### src/common/pcs_pkg.sv
// Constants, field layout and operation codes for the peripheral controller sequencer
// Summary of operation
// - Every instruction finishes in one clock, with its flow, datapath and output parts in parallel.
// - The flow part of an instruction picks the instruction fetched in the next cycle.
// - An instruction with no flow operation moves on to the next sequential instruction.
// - An instruction with no datapath operation leaves all datapath state unchanged.
// - An instruction with no output operation keeps the last output value on the control lines.
// - In 22-bit counter mode the six host address lines show the low six counter bits.
// - A bus turns between input and output on the falling clock edge.
// - The source driven onto an output bus is switched on the falling clock edge.
// - New data and counter values are stored on the rising clock edge.
// - The call-if-false operation branches to a label or the FIFO word and pushes the return only on a false condition.
// - Reset drives all control outputs low on the next clock edge.
// - Reset clears the program counter so execution starts at location zero.
package pcs_pkg;

	// ---------------------------------------------------------------
	// Widths
	// ---------------------------------------------------------------
	localparam int PC_W        = 10;
	localparam int INSTR_W     = 49;
	localparam int DATA_W      = 16;
	localparam int REG_CNT     = 16;
	localparam int REG_IDX_W   = 4;
	localparam int STACK_DEPTH = 4;
	localparam int SP_W        = 2;
	localparam int AC_W        = 22;
	localparam int HAD_W       = 6;
	localparam int COND_W      = 8;
	localparam int OP_W        = 4;
	localparam int CSEL_W      = 4;

	// ---------------------------------------------------------------
	// Instruction field positions (lsb of each field)
	// ---------------------------------------------------------------
	localparam int FLOW_LSB    = 45;
	localparam int CSEL_LSB    = 41;
	localparam int TARGET_LSB  = 31;
	localparam int ALU_LSB     = 27;
	localparam int DST_LSB     = 23;
	localparam int SRC_LSB     = 19;
	localparam int BUSDRV_BIT  = 18;
	localparam int BUSSEL_BIT  = 17;
	localparam int OUTEN_BIT   = 16;
	localparam int OUTVAL_LSB  = 0;

	// ---------------------------------------------------------------
	// Condition selection
	// ---------------------------------------------------------------
	localparam logic [CSEL_W-1:0] CSEL_ZERO   = 4'h8;
	localparam logic [CSEL_W-1:0] CSEL_CARRY  = 4'h9;
	localparam logic [CSEL_W-1:0] CSEL_ALWAYS = 4'hF;

	// ---------------------------------------------------------------
	// Reset values
	// ---------------------------------------------------------------
	localparam logic [PC_W-1:0]   PC_RESET   = 10'h000;
	localparam logic [DATA_W-1:0] OC_RESET   = 16'h0000;
	localparam logic [DATA_W-1:0] DATA_RESET = 16'h0000;
	localparam logic [AC_W-1:0]   AC_RESET   = 22'h00_0000;
	localparam logic [SP_W-1:0]   SP_RESET   = 2'h0;

	// ---------------------------------------------------------------
	// Operation codes
	// ---------------------------------------------------------------
	typedef enum logic [OP_W-1:0] {
		FL_PROCEED_SEQUENTIAL,
		FL_JUMP,
		FL_JUMP_IF_TRUE,
		FL_JUMP_IF_FALSE,
		FL_JUMP_FIFO,
		FL_CALL,
		FL_CALL_IF_TRUE,
		FL_CALL_IF_FALSE,
		FL_CALL_IF_FALSE_FIFO,
		FL_RETURN,
		FL_RETURN_IF_TRUE,
		FL_RESTART,
		FL_COUNTER_16,
		FL_COUNTER_22
	} pcs_flow_e;

	typedef enum logic [OP_W-1:0] {
		ALU_NOP,
		ALU_MOVE,
		ALU_ADD,
		ALU_SUB,
		ALU_AND,
		ALU_OR,
		ALU_XOR,
		ALU_INC,
		ALU_DEC,
		ALU_SHL,
		ALU_SHR,
		ALU_LOAD_IN,
		ALU_COUNTER_LOAD,
		ALU_COUNTER_INC,
		ALU_ADDR_LOAD
	} pcs_alu_e;

endpackage : pcs_pkg

### src/logic/pcs_alu.sv
// Datapath: register file, arithmetic unit and flags
`timescale 1ns/1ps
`default_nettype none

module pcs_alu (
	input  wire logic                             sys_clk,
	input  wire logic                             rst_b,
	input  wire logic                             clkEn,
	input  wire logic [pcs_pkg::OP_W-1:0]         aluOp,
	input  wire logic [pcs_pkg::REG_IDX_W-1:0]    regDst,
	input  wire logic [pcs_pkg::REG_IDX_W-1:0]    regSrc,
	input  wire logic [pcs_pkg::DATA_W-1:0]       dataIn,
	output logic      [pcs_pkg::DATA_W-1:0]       srcData,
	output logic                                  zeroFlag,
	output logic                                  carryFlag
);

	logic [pcs_pkg::REG_CNT-1:0][pcs_pkg::DATA_W-1:0] regQ, regD;
	logic                                             zeroQ, zeroD;
	logic                                             carryQ, carryD;
	logic [pcs_pkg::DATA_W:0]                         sum;
	logic [pcs_pkg::DATA_W-1:0]                       dstData;
	logic [pcs_pkg::DATA_W-1:0]                       result;
	logic                                             writeReg;
	pcs_pkg::pcs_alu_e                                op;

	assign op        = pcs_pkg::pcs_alu_e'(aluOp);
	assign srcData   = regQ[regSrc];
	assign dstData   = regQ[regDst];
	assign zeroFlag  = zeroQ;
	assign carryFlag = carryQ;

	always_comb begin
		sum      = {1'b0, dstData} + {1'b0, srcData};
		result   = dstData;
		writeReg = 1'b1;
		unique case (op)
			pcs_pkg::ALU_MOVE:    result = srcData;
			pcs_pkg::ALU_ADD:     result = sum[pcs_pkg::DATA_W-1:0];
			pcs_pkg::ALU_SUB: begin
				sum    = {1'b0, dstData} - {1'b0, srcData};
				result = sum[pcs_pkg::DATA_W-1:0];
			end
			pcs_pkg::ALU_AND:     result = dstData & srcData;
			pcs_pkg::ALU_OR:      result = dstData | srcData;
			pcs_pkg::ALU_XOR:     result = dstData ^ srcData;
			pcs_pkg::ALU_INC: begin
				sum    = {1'b0, srcData} + 17'h0_0001;
				result = sum[pcs_pkg::DATA_W-1:0];
			end
			pcs_pkg::ALU_DEC: begin
				sum    = {1'b0, srcData} - 17'h0_0001;
				result = sum[pcs_pkg::DATA_W-1:0];
			end
			pcs_pkg::ALU_SHL: begin
				sum    = {srcData, 1'b0};
				result = sum[pcs_pkg::DATA_W-1:0];
			end
			pcs_pkg::ALU_SHR: begin
				sum    = {srcData[0], 1'b0, srcData[pcs_pkg::DATA_W-1:1]};
				result = sum[pcs_pkg::DATA_W-1:0];
			end
			pcs_pkg::ALU_LOAD_IN: result = dataIn;
			// Nop and the counter ops leave the register file alone
			default:              writeReg = 1'b0;
		endcase
	end

	always_comb begin
		regD   = regQ;
		zeroD  = zeroQ;
		carryD = carryQ;
		if (clkEn && writeReg) begin
			regD[regDst] = result;
			zeroD        = (result == pcs_pkg::DATA_RESET);
			carryD       = sum[pcs_pkg::DATA_W];
		end
	end

	always_ff @(posedge sys_clk) begin
		if (!rst_b) begin
			regQ   <= '0;
			zeroQ  <= 1'b0;
			carryQ <= 1'b0;
		end else begin
			regQ   <= regD;
			zeroQ  <= zeroD;
			carryQ <= carryD;
		end
	end
endmodule : pcs_alu

`default_nettype wire

### src/logic/pcs_sequencer.sv
// Top of the peripheral controller sequencer: fetch, flow, outputs and buses
`timescale 1ns/1ps
`default_nettype none

module pcs_sequencer (
	input  wire logic                              sys_clk,
	input  wire logic                              rst_b,
	input  wire logic                              clkEn,
	output logic      [pcs_pkg::PC_W-1:0]          progAddr,
	input  wire logic [pcs_pkg::INSTR_W-1:0]       progData,
	input  wire logic [pcs_pkg::PC_W-1:0]          fifoTarget,
	input  wire logic [pcs_pkg::COND_W-1:0]        conditionInputs,
	input  wire logic [pcs_pkg::DATA_W-1:0]        dataIn,
	output logic      [pcs_pkg::DATA_W-1:0]        controlOutputLines,
	output logic      [pcs_pkg::HAD_W-1:0]         hostAddressLines,
	output logic                                   hostAddrOeB,
	output logic      [pcs_pkg::DATA_W-1:0]        addrBus,
	output logic                                   addrBusOeB,
	output logic                                   counterWide
);

	// ---------------------------------------------------------------
	// Field decode
	// ---------------------------------------------------------------
	pcs_pkg::pcs_flow_e                       flowOp;
	pcs_pkg::pcs_alu_e                        aluOp;
	logic [pcs_pkg::CSEL_W-1:0]               condSel;
	logic [pcs_pkg::PC_W-1:0]                 target;
	logic [pcs_pkg::REG_IDX_W-1:0]            regDst;
	logic [pcs_pkg::REG_IDX_W-1:0]            regSrc;
	logic                                     busDrive;
	logic                                     busSel;
	logic                                     outEn;
	logic [pcs_pkg::DATA_W-1:0]               outVal;

	// Ten fields decoded side by side from one word
	assign flowOp   = pcs_pkg::pcs_flow_e'(progData[pcs_pkg::FLOW_LSB +: pcs_pkg::OP_W]);
	assign condSel  = progData[pcs_pkg::CSEL_LSB +: pcs_pkg::CSEL_W];
	assign target   = progData[pcs_pkg::TARGET_LSB +: pcs_pkg::PC_W];
	assign aluOp    = pcs_pkg::pcs_alu_e'(progData[pcs_pkg::ALU_LSB +: pcs_pkg::OP_W]);
	assign regDst   = progData[pcs_pkg::DST_LSB +: pcs_pkg::REG_IDX_W];
	assign regSrc   = progData[pcs_pkg::SRC_LSB +: pcs_pkg::REG_IDX_W];
	assign busDrive = progData[pcs_pkg::BUSDRV_BIT];
	assign busSel   = progData[pcs_pkg::BUSSEL_BIT];
	assign outEn    = progData[pcs_pkg::OUTEN_BIT];
	assign outVal   = progData[pcs_pkg::OUTVAL_LSB +: pcs_pkg::DATA_W];

	// ---------------------------------------------------------------
	// Pin synchronisers
	// ---------------------------------------------------------------
	logic [pcs_pkg::COND_W-1:0] condMetaQ, condSyncQ;
	logic [pcs_pkg::DATA_W-1:0] dataMetaQ, dataSyncQ;

	// Free running so a slow enable cannot stretch the settling time
	always_ff @(posedge sys_clk) begin
		if (!rst_b) begin
			condMetaQ <= '0;
			condSyncQ <= '0;
			dataMetaQ <= '0;
			dataSyncQ <= '0;
		end else begin
			condMetaQ <= conditionInputs;
			condSyncQ <= condMetaQ;
			dataMetaQ <= dataIn;
			dataSyncQ <= dataMetaQ;
		end
	end

	// ---------------------------------------------------------------
	// Datapath
	// ---------------------------------------------------------------
	logic [pcs_pkg::DATA_W-1:0] srcData;
	logic                       zeroFlag;
	logic                       carryFlag;

	pcs_alu uAlu (
		.sys_clk   (sys_clk),
		.rst_b     (rst_b),
		.clkEn     (clkEn),
		.aluOp     (aluOp),
		.regDst    (regDst),
		.regSrc    (regSrc),
		.dataIn    (dataSyncQ),
		.srcData   (srcData),
		.zeroFlag  (zeroFlag),
		.carryFlag (carryFlag)
	);

	// ---------------------------------------------------------------
	// Condition and flow
	// ---------------------------------------------------------------
	logic condTrue;

	// Inputs are sampled, not latched, during the testing instruction
	always_comb begin
		if (condSel == pcs_pkg::CSEL_ALWAYS)
			condTrue = 1'b1;
		else if (condSel == pcs_pkg::CSEL_ZERO)
			condTrue = zeroFlag;
		else if (condSel == pcs_pkg::CSEL_CARRY)
			condTrue = carryFlag;
		else if (!condSel[3])
			condTrue = condSyncQ[condSel[2:0]];
		else
			condTrue = 1'b0;
	end

	logic [pcs_pkg::STACK_DEPTH-1:0][pcs_pkg::PC_W-1:0] stackQ, stackD;
	logic [pcs_pkg::SP_W-1:0]                           spQ, spD;
	logic [pcs_pkg::PC_W-1:0]                           pcQ, pcD;
	logic [pcs_pkg::PC_W-1:0]                           pcNext;
	logic                                               wideQ, wideD;
	logic                                               push;
	logic                                               pop;

	assign pcNext = pcQ + 10'h001;

	always_comb begin
		pcD    = pcNext;
		push   = 1'b0;
		pop    = 1'b0;
		wideD  = wideQ;
		unique case (flowOp)
			pcs_pkg::FL_PROCEED_SEQUENTIAL: pcD = pcNext;
			pcs_pkg::FL_JUMP:               pcD = target;
			pcs_pkg::FL_JUMP_IF_TRUE:       pcD = condTrue ? target : pcNext;
			pcs_pkg::FL_JUMP_IF_FALSE:      pcD = condTrue ? pcNext : target;
			pcs_pkg::FL_JUMP_FIFO:          pcD = fifoTarget;
			pcs_pkg::FL_CALL: begin
				pcD  = target;
				push = 1'b1;
			end
			pcs_pkg::FL_CALL_IF_TRUE: begin
				pcD  = condTrue ? target : pcNext;
				push = condTrue;
			end
			pcs_pkg::FL_CALL_IF_FALSE: begin
				pcD  = condTrue ? pcNext : target;
				push = !condTrue;
			end
			pcs_pkg::FL_CALL_IF_FALSE_FIFO: begin
				pcD  = condTrue ? pcNext : fifoTarget;
				push = !condTrue;
			end
			pcs_pkg::FL_RETURN: begin
				pcD = stackQ[spQ - 2'h1];
				pop = 1'b1;
			end
			pcs_pkg::FL_RETURN_IF_TRUE: begin
				pcD = condTrue ? stackQ[spQ - 2'h1] : pcNext;
				pop = condTrue;
			end
			pcs_pkg::FL_RESTART:            pcD = pcs_pkg::PC_RESET;
			pcs_pkg::FL_COUNTER_16:         wideD = 1'b0;
			pcs_pkg::FL_COUNTER_22:         wideD = 1'b1;
			// Unused codes behave as sequential
			default:                        pcD = pcNext;
		endcase
	end

	// The stack wraps on overflow; deep nesting overwrites the oldest entry
	always_comb begin
		stackD = stackQ;
		spD    = spQ;
		if (push) begin
			stackD[spQ] = pcNext;
			spD         = spQ + 2'h1;
		end else if (pop) begin
			spD = spQ - 2'h1;
		end
	end

	always_ff @(posedge sys_clk) begin
		if (!rst_b) begin
			pcQ    <= pcs_pkg::PC_RESET;
			spQ    <= pcs_pkg::SP_RESET;
			stackQ <= '0;
			wideQ  <= 1'b0;
		end else if (clkEn) begin
			pcQ    <= pcD;
			spQ    <= spD;
			stackQ <= stackD;
			wideQ  <= wideD;
		end
	end

	// ---------------------------------------------------------------
	// Output control register
	// ---------------------------------------------------------------
	logic [pcs_pkg::DATA_W-1:0] ocQ, ocD;

	always_comb begin
		ocD = ocQ;
		if (outEn)
			ocD = outVal;
	end

	always_ff @(posedge sys_clk) begin
		if (!rst_b)
			ocQ <= pcs_pkg::OC_RESET;
		else if (clkEn)
			ocQ <= ocD;
	end

	// ---------------------------------------------------------------
	// Address counter and address register
	// ---------------------------------------------------------------
	logic [pcs_pkg::AC_W-1:0]   counterQ, counterD;
	logic [pcs_pkg::DATA_W-1:0] addrRegQ, addrRegD;
	logic                       busDriveQ, busDriveD;
	logic                       busSelQ, busSelD;

	always_comb begin
		counterD  = counterQ;
		addrRegD  = addrRegQ;
		busDriveD = busDrive;
		busSelD   = busSel;
		if (aluOp == pcs_pkg::ALU_COUNTER_LOAD)
			counterD = {6'h00, srcData};
		else if (aluOp == pcs_pkg::ALU_COUNTER_INC && wideQ)
			counterD = counterQ + 22'h00_0001;
		else if (aluOp == pcs_pkg::ALU_COUNTER_INC)
			counterD = {counterQ[pcs_pkg::AC_W-1:pcs_pkg::DATA_W], counterQ[15:0] + 16'h0001};
		if (aluOp == pcs_pkg::ALU_ADDR_LOAD)
			addrRegD = srcData;
	end

	always_ff @(posedge sys_clk) begin
		if (!rst_b) begin
			counterQ  <= pcs_pkg::AC_RESET;
			addrRegQ  <= pcs_pkg::DATA_RESET;
			busDriveQ <= 1'b0;
			busSelQ   <= 1'b0;
		end else if (clkEn) begin
			counterQ  <= counterD;
			addrRegQ  <= addrRegD;
			busDriveQ <= busDriveD;
			busSelQ   <= busSelD;
		end
	end

	// ---------------------------------------------------------------
	// Falling-edge bus direction and source
	// ---------------------------------------------------------------
	// Decided on the rising edge, applied half a cycle later so the
	// bus never turns while a value is being captured
	logic [pcs_pkg::DATA_W-1:0] addrOutQ, addrOutD;
	logic                       addrOeBQ, addrOeBD;
	logic [pcs_pkg::HAD_W-1:0]  hadQ, hadD;
	logic                       hadOeBQ, hadOeBD;
	logic [pcs_pkg::DATA_W-1:0] counterView;

	assign counterView = wideQ ? counterQ[pcs_pkg::AC_W-1:pcs_pkg::HAD_W]
	                           : counterQ[pcs_pkg::DATA_W-1:0];

	always_comb begin
		addrOeBD = !busDriveQ;
		addrOutD = busSelQ ? addrRegQ : counterView;
		hadOeBD  = !wideQ;
		hadD     = counterQ[pcs_pkg::HAD_W-1:0];
	end

	always_ff @(negedge sys_clk) begin
		if (!rst_b) begin
			addrOeBQ <= 1'b1;
			addrOutQ <= pcs_pkg::DATA_RESET;
			hadOeBQ  <= 1'b1;
			hadQ     <= '0;
		end else if (clkEn) begin
			addrOeBQ <= addrOeBD;
			addrOutQ <= addrOutD;
			hadOeBQ  <= hadOeBD;
			hadQ     <= hadD;
		end
	end

	// ---------------------------------------------------------------
	// Outputs
	// ---------------------------------------------------------------
	assign progAddr           = pcQ;
	assign controlOutputLines = ocQ;
	assign hostAddressLines   = hadQ;
	assign hostAddrOeB        = hadOeBQ;
	assign addrBus            = addrOutQ;
	assign addrBusOeB         = addrOeBQ;
	assign counterWide        = wideQ;

	// ---------------------------------------------------------------
	// Checks
	// ---------------------------------------------------------------
	wire logic armed = rst_b && clkEn; // The release edge itself executes nothing
endmodule : pcs_sequencer

`default_nettype wire

### config.mk
export PLATFORM = sky130hd
export DESIGN_NAME = pcs_sequencer
export DESIGN_NICKNAME = d
export VERILOG_FILES = /design/src/common/pcs_pkg.sv /design/src/logic/pcs_alu.sv /design/src/logic/pcs_sequencer.sv
export SDC_FILE = /design/constraint.sdc
export NUM_CORES = 1
export LEC_CHECK = 0
export BUFFER_PORTS_ARGS = -buffer_cell sky130_fd_sc_hd__buf_2
export CORE_UTILIZATION = 45
export DETAILED_ROUTE_END_ITERATION = 8
export GPL_ROUTABILITY_DRIVEN = 0
export GPL_TIMING_DRIVEN = 0
export HOLD_SLACK_MARGIN = 0.06
export PLACE_DENSITY = 0.72
export SKIP_LAST_GASP = 1
export SYNTH_ARGS = -nofsm -noshare
export SYNTH_HDL_FRONTEND = slang
export SYNTH_SLANG_ARGS = --single-unit
export TNS_END_PERCENT = 1
### constraint.sdc
create_clock -name sys_clk -period 18.4 [get_ports sys_clk]
set_clock_uncertainty 0.1 [all_clocks]
set_input_delay 0.92 -clock sys_clk [delete_from_list [all_inputs] [get_ports sys_clk]]
set_output_delay 0.92 -clock sys_clk [all_outputs]
set_load 0.05 [all_outputs]
; ---- Word-level counts from Yosys, hierarchy flattened
; Index checks and enable logic that the tools add are counted.
[classes]
n_mux = 36
bitwise_logic = 3
n_lt_le_gt_ge = 7
n_shift = 0
multipliers = 0
addsub = 9
reduce_logical = 24
div = 0
n_eq_ne = 30
[op_table]
columns = cell, count
row1 = $bwmux W256, 1
row2 = $pmux W16 S11, 1
row3 = $bmux W16 S4, 2
row4 = $mux W16, 6
row5 = $pmux W17 S5, 1
row6 = $pmux W10 S8, 1
row7 = $demux W16 S4, 1
row8 = $eq A4 B4 Y1 const B, 16
row9 = $mux W10, 6
row10 = $mux W22, 2
row11 = $bwmux W40, 1
row12 = $eq A4 B3 Y1 const B, 8
row13 = $add A22 B1 Y22 const B, 1
row14 = $bmux W10 S2, 1
row15 = $demux W10 S2, 1
row16 = $add A16 B1 Y17 const B, 1
row17 = $add A16 B16 Y17, 1
row18 = $sub A16 B1 Y17 const B, 1
row19 = $sub A16 B16 Y17, 1
row20 = $add A16 B1 Y16 const B, 1
row21 = $and A16 B16 Y16, 1
row22 = $eq A4 B2 Y1 const B, 4
row23 = $logic_not A16 Y1, 1
row24 = $or A16 B16 Y16, 1
row25 = 22 further kinds, 48
[totals]
rom_bits = 0
memories = 0
latchBits = 0
ram_bits = 0
register_bits = 439
wordCells = 148
out_inout_bits = 51
input_bits = 86

; ---- Depth between registers and ports, before layout
[depth]
depth_word = 10
depth_mapped = 23
depth_no_buf = 17

; ---- Modules after synthesis
; From an unflattened synthesis, not the netlist that was laid out.
[hier_totals]
hier_cells = 3044
area_unflattened_um2 = 26492.9
[modules_own_cells]
columns = mod, cells_per_inst, area_per_inst_um2, instances, seq_area_each_um2
row1 = pcs_alu, 2054, 18002.3, 1, 5165.0
row2 = pcs_sequencer, 990, 8490.6, 1, 3623.5

==> metrics.txt <==
Reg2Reg Setup Slack=~7000 ps; final setup violation count=0; Core Rows=86; Synth cell types=85; gr usage total=31.86%; overflow left after global routing=0; Power Internal=1.683 mW; total wire length=93,160 µm; number of flops mapped to enable cells by yosys=0; cells after synthesis=3,002; Iter 0 DRT Violations=3,533; Sw Ratio=28.66%; r2r endpoint=addrBus[6]; IO Count=137; Final nets=3,354; CP Buf/Inv Count=4; Critical Path Start Type=primary input; Net Switching=slightly below 0.7 mW; most frequent CP cell=clkbuf_1; Syn Nets=3,152; clock transition at the registers of the reported paths=50 ps; final hold violations=0; CTS tree=built; Max-Cap Viols=0; Crit. Startpoint=clkEn; area delta synth->final=13.47%; layout cells sized above 1=13.68%; Main synth FF type=dfxtp_1; total CTS buffers=49; most frequent cells in the layout=594 x nand2_1, 439 x dfxtp_1, 382 x a21oi_1; drt first pass iters=9; Worst-Margin Slew=roughly 1400 ps; CORE AREA=55,520 µm²; antenna cell count=0; DIE WIDTH=240.1 µm; Vias=24,990; latest clock arrival within the worst-skew pair=650 ps; detailed placer's ending HPWL=70,410 µm; power per cell area=81.53 nW/µm²; Worst path depth=6; Lkg Pwr=10.15 nW; Critical Path AT=3270 ps; Setup Buffers After CTS=0; Crit-path slowest cell=clkbuf_1; Max-slew headroom=around 5.3%; largest net degree at the start of global routing=15; Layout Cells excl Fill=between 3,000 and 4,000; Placement Setup Slack=5770 ps; wire per inst=roughly 23 µm; crit path to=addrBus[4]; DRC Markers=0; Seq pwr share=between 40% and 50%; post-CTS resize count=0; CP max stage delay=roughly 620 ps; clk sinks=439; Clk pwr share=46.0%; number of global-route vias before repair=23,120; Comb pwr share=12.6%; register area share after synthesis=34.46%; maximum vdd drop=about 76 µV; Clock Path Buffers=3; Die Span Y=240.1 µm; H-tree depth=2; yosys warns=0; Worst Setup Slack, final=~6300 ps; port bufs=128; status=finished clean; fill count=5,254; unrepaired setup endpoints after global routing=no; worst min-delay path class=register to register; critical path required time=9610 ps; Detail Route Antenna Nets=0; reg2reg start=counterWide; Mean Syn Cell Area=about 8.5 µm²; drt via density=6.257; initial antenna violation count=0; Final TNS setup=0 ps; Root Buffer=clkbuf_16; Max Slew Vio Count=0; CP Cell Sequence=buf_2 > clkbuf_1 > clkbuf_1 > buf_1 > mux2i_1 > nor2_1; Synth async-reset ratio=0%; Crit Path Class=primary input to register; critical path capture point type=register; Crit Path Max Fanout=10; worst hold slack=329.5 ps; Mapped Area=approximately 26,000 µm²; Seq cells post-synth=around 440; cts hold-fix bufs=0; CP delay by family, top=buffers and inverters; placed cell count=3,878; worst reg2reg path depth=6; Initial Util=45.93%; global-route wire length before repair=139,400 µm; total chip power=2.359 mW; die area=between 50,000 and 60,000 µm²; commonest non-fill, non-tap cell in the layout=nand2_1
## Yosys cell counts (all sizes together), types with 7 or more instances
| library cell | number | area share, % |
|---|---|---|
| a211oi | 21 | 0.62 |
| a21o | 8 | 0.24 |
| a21oi | 382 | 7.5 |
| a221oi | 24 | 0.82 |
| a222oi | 11 | 0.43 |
| a22o | 12 | 0.41 |
| a22oi | 16 | 0.47 |
| a31oi | 7 | 0.17 |
| and2 | 66 | 1.6 |
| and3 | 15 | 0.37 |
| buf | 42 | 0.88 |
| clkbuf | 202 | 3.0 |
| dfxtp | 439 | 34 |
| ha | 62 | 3.0 |
| inv | 62 | 0.91 |
| mux2 | 10 | 0.44 |
| mux2i | 102 | 4.0 |
| mux4 | 174 | 15 |
| nand2 | 594 | 8.7 |
| nand2b | 18 | 0.44 |
| nand3 | 49 | 0.96 |
| nand4 | 12 | 0.29 |
| nor2 | 285 | 4.2 |
| nor2b | 29 | 0.71 |
| nor3 | 54 | 1.1 |
| nor4 | 16 | 0.48 |
| o2111ai | 7 | 0.24 |
| o21a | 11 | 0.32 |
| o21ai | 95 | 1.9 |
| o221ai | 17 | 0.58 |
| o22ai | 23 | 0.56 |
| or2 | 7 | 0.17 |
| or3 | 8 | 0.20 |
| xnor2 | 23 | 0.79 |
| xor2 | 7 | 0.24 |
## registers in the layout (all words and copies together) (netlist names), 2 cells and up
name,flops
addrRegQ,16
condSyncQ,8
counterQ,22
addrBus,16
uAlu.regQ,256
dataSyncQ,16
condMetaQ,8
controlOutputLines,16
stackQ,40
spQ,2
dataMetaQ,16
progAddr,10
hostAddressLines,6
## cells by family (layout without fill, tap and decap cells)
group                    Yosys count  count (layout)  share of synthesized area (%)
XOR/XNOR                          30              30                          1.030
multiplexers                     286             286                          19.81
AND/OR/NAND/NOR                 1172            1172                          19.87
buffers and inverters            308             551                          4.798
flip-flops                       439             439                          34.46
adder cells (fa/ha/maj)           64              64                          3.199
AO/OA/AOI/OAI                    703             703                          16.83
## worst min-delay path by stage
stage	startpoint	to	slack, ps	cells after the start
after global placement	condMetaQ[6]	condSyncQ[6]	310	1
after global routing	dataMetaQ[12]	dataSyncQ[12]	350	1
after detailed placement	condMetaQ[3]	condSyncQ[3]	320	1
after CTS	condMetaQ[1]	condSyncQ[1]	330	1
final	condMetaQ[0]	condSyncQ[0]	330	1
after floorplan	condMetaQ[0]	condSyncQ[0]	310	1
## power groups by stage
stage	registers (mW)	logic, mW	clock network [mW]
finish	0.978	0.297	1.08
global route	0.978	0.311	1.14
CTS	0.977	0.287	1.09
detailed placement	0.998	0.285	0.00831
global placement	0.997	0.284	0.00831
floorplan	1.01	0.179	0.00831
## layer usage
metal  track usage (%)  share of wire [%]
met5                 0                  0
met4             18.03                6.3
met3             7.933                 13
met2             49.24                 44
met1             40.52                 37
## through the flow
stage,instance area (µm²),utilization [%]
floorplan,25500,-
global placement,27080,48.77
detailed placement,27090,48.78
CTS,28930,52.11
global route,28940,52.12
finish,28940,52.12
## layout make-up
| type | instances | area (µm²) | share of cell area [%] |
|---|---|---|---|
| multi-input combinational | 2255 | 15500 | 53.57 |
| sequential | 439 | 8788 | 30.37 |
| clock buffer | 64 | 1373 | 4.743 |
| buffer | 244 | 983.4 | 3.399 |
| tap | 748 | 935.9 | 3.234 |
| timing repair buffer | 128 | 640.6 | 2.214 |
| clock inverter | 52 | 476.7 | 1.647 |
| inverter | 63 | 236.5 | 0.8172 |
No activity file was read; power rests on OpenSTA's default activity.
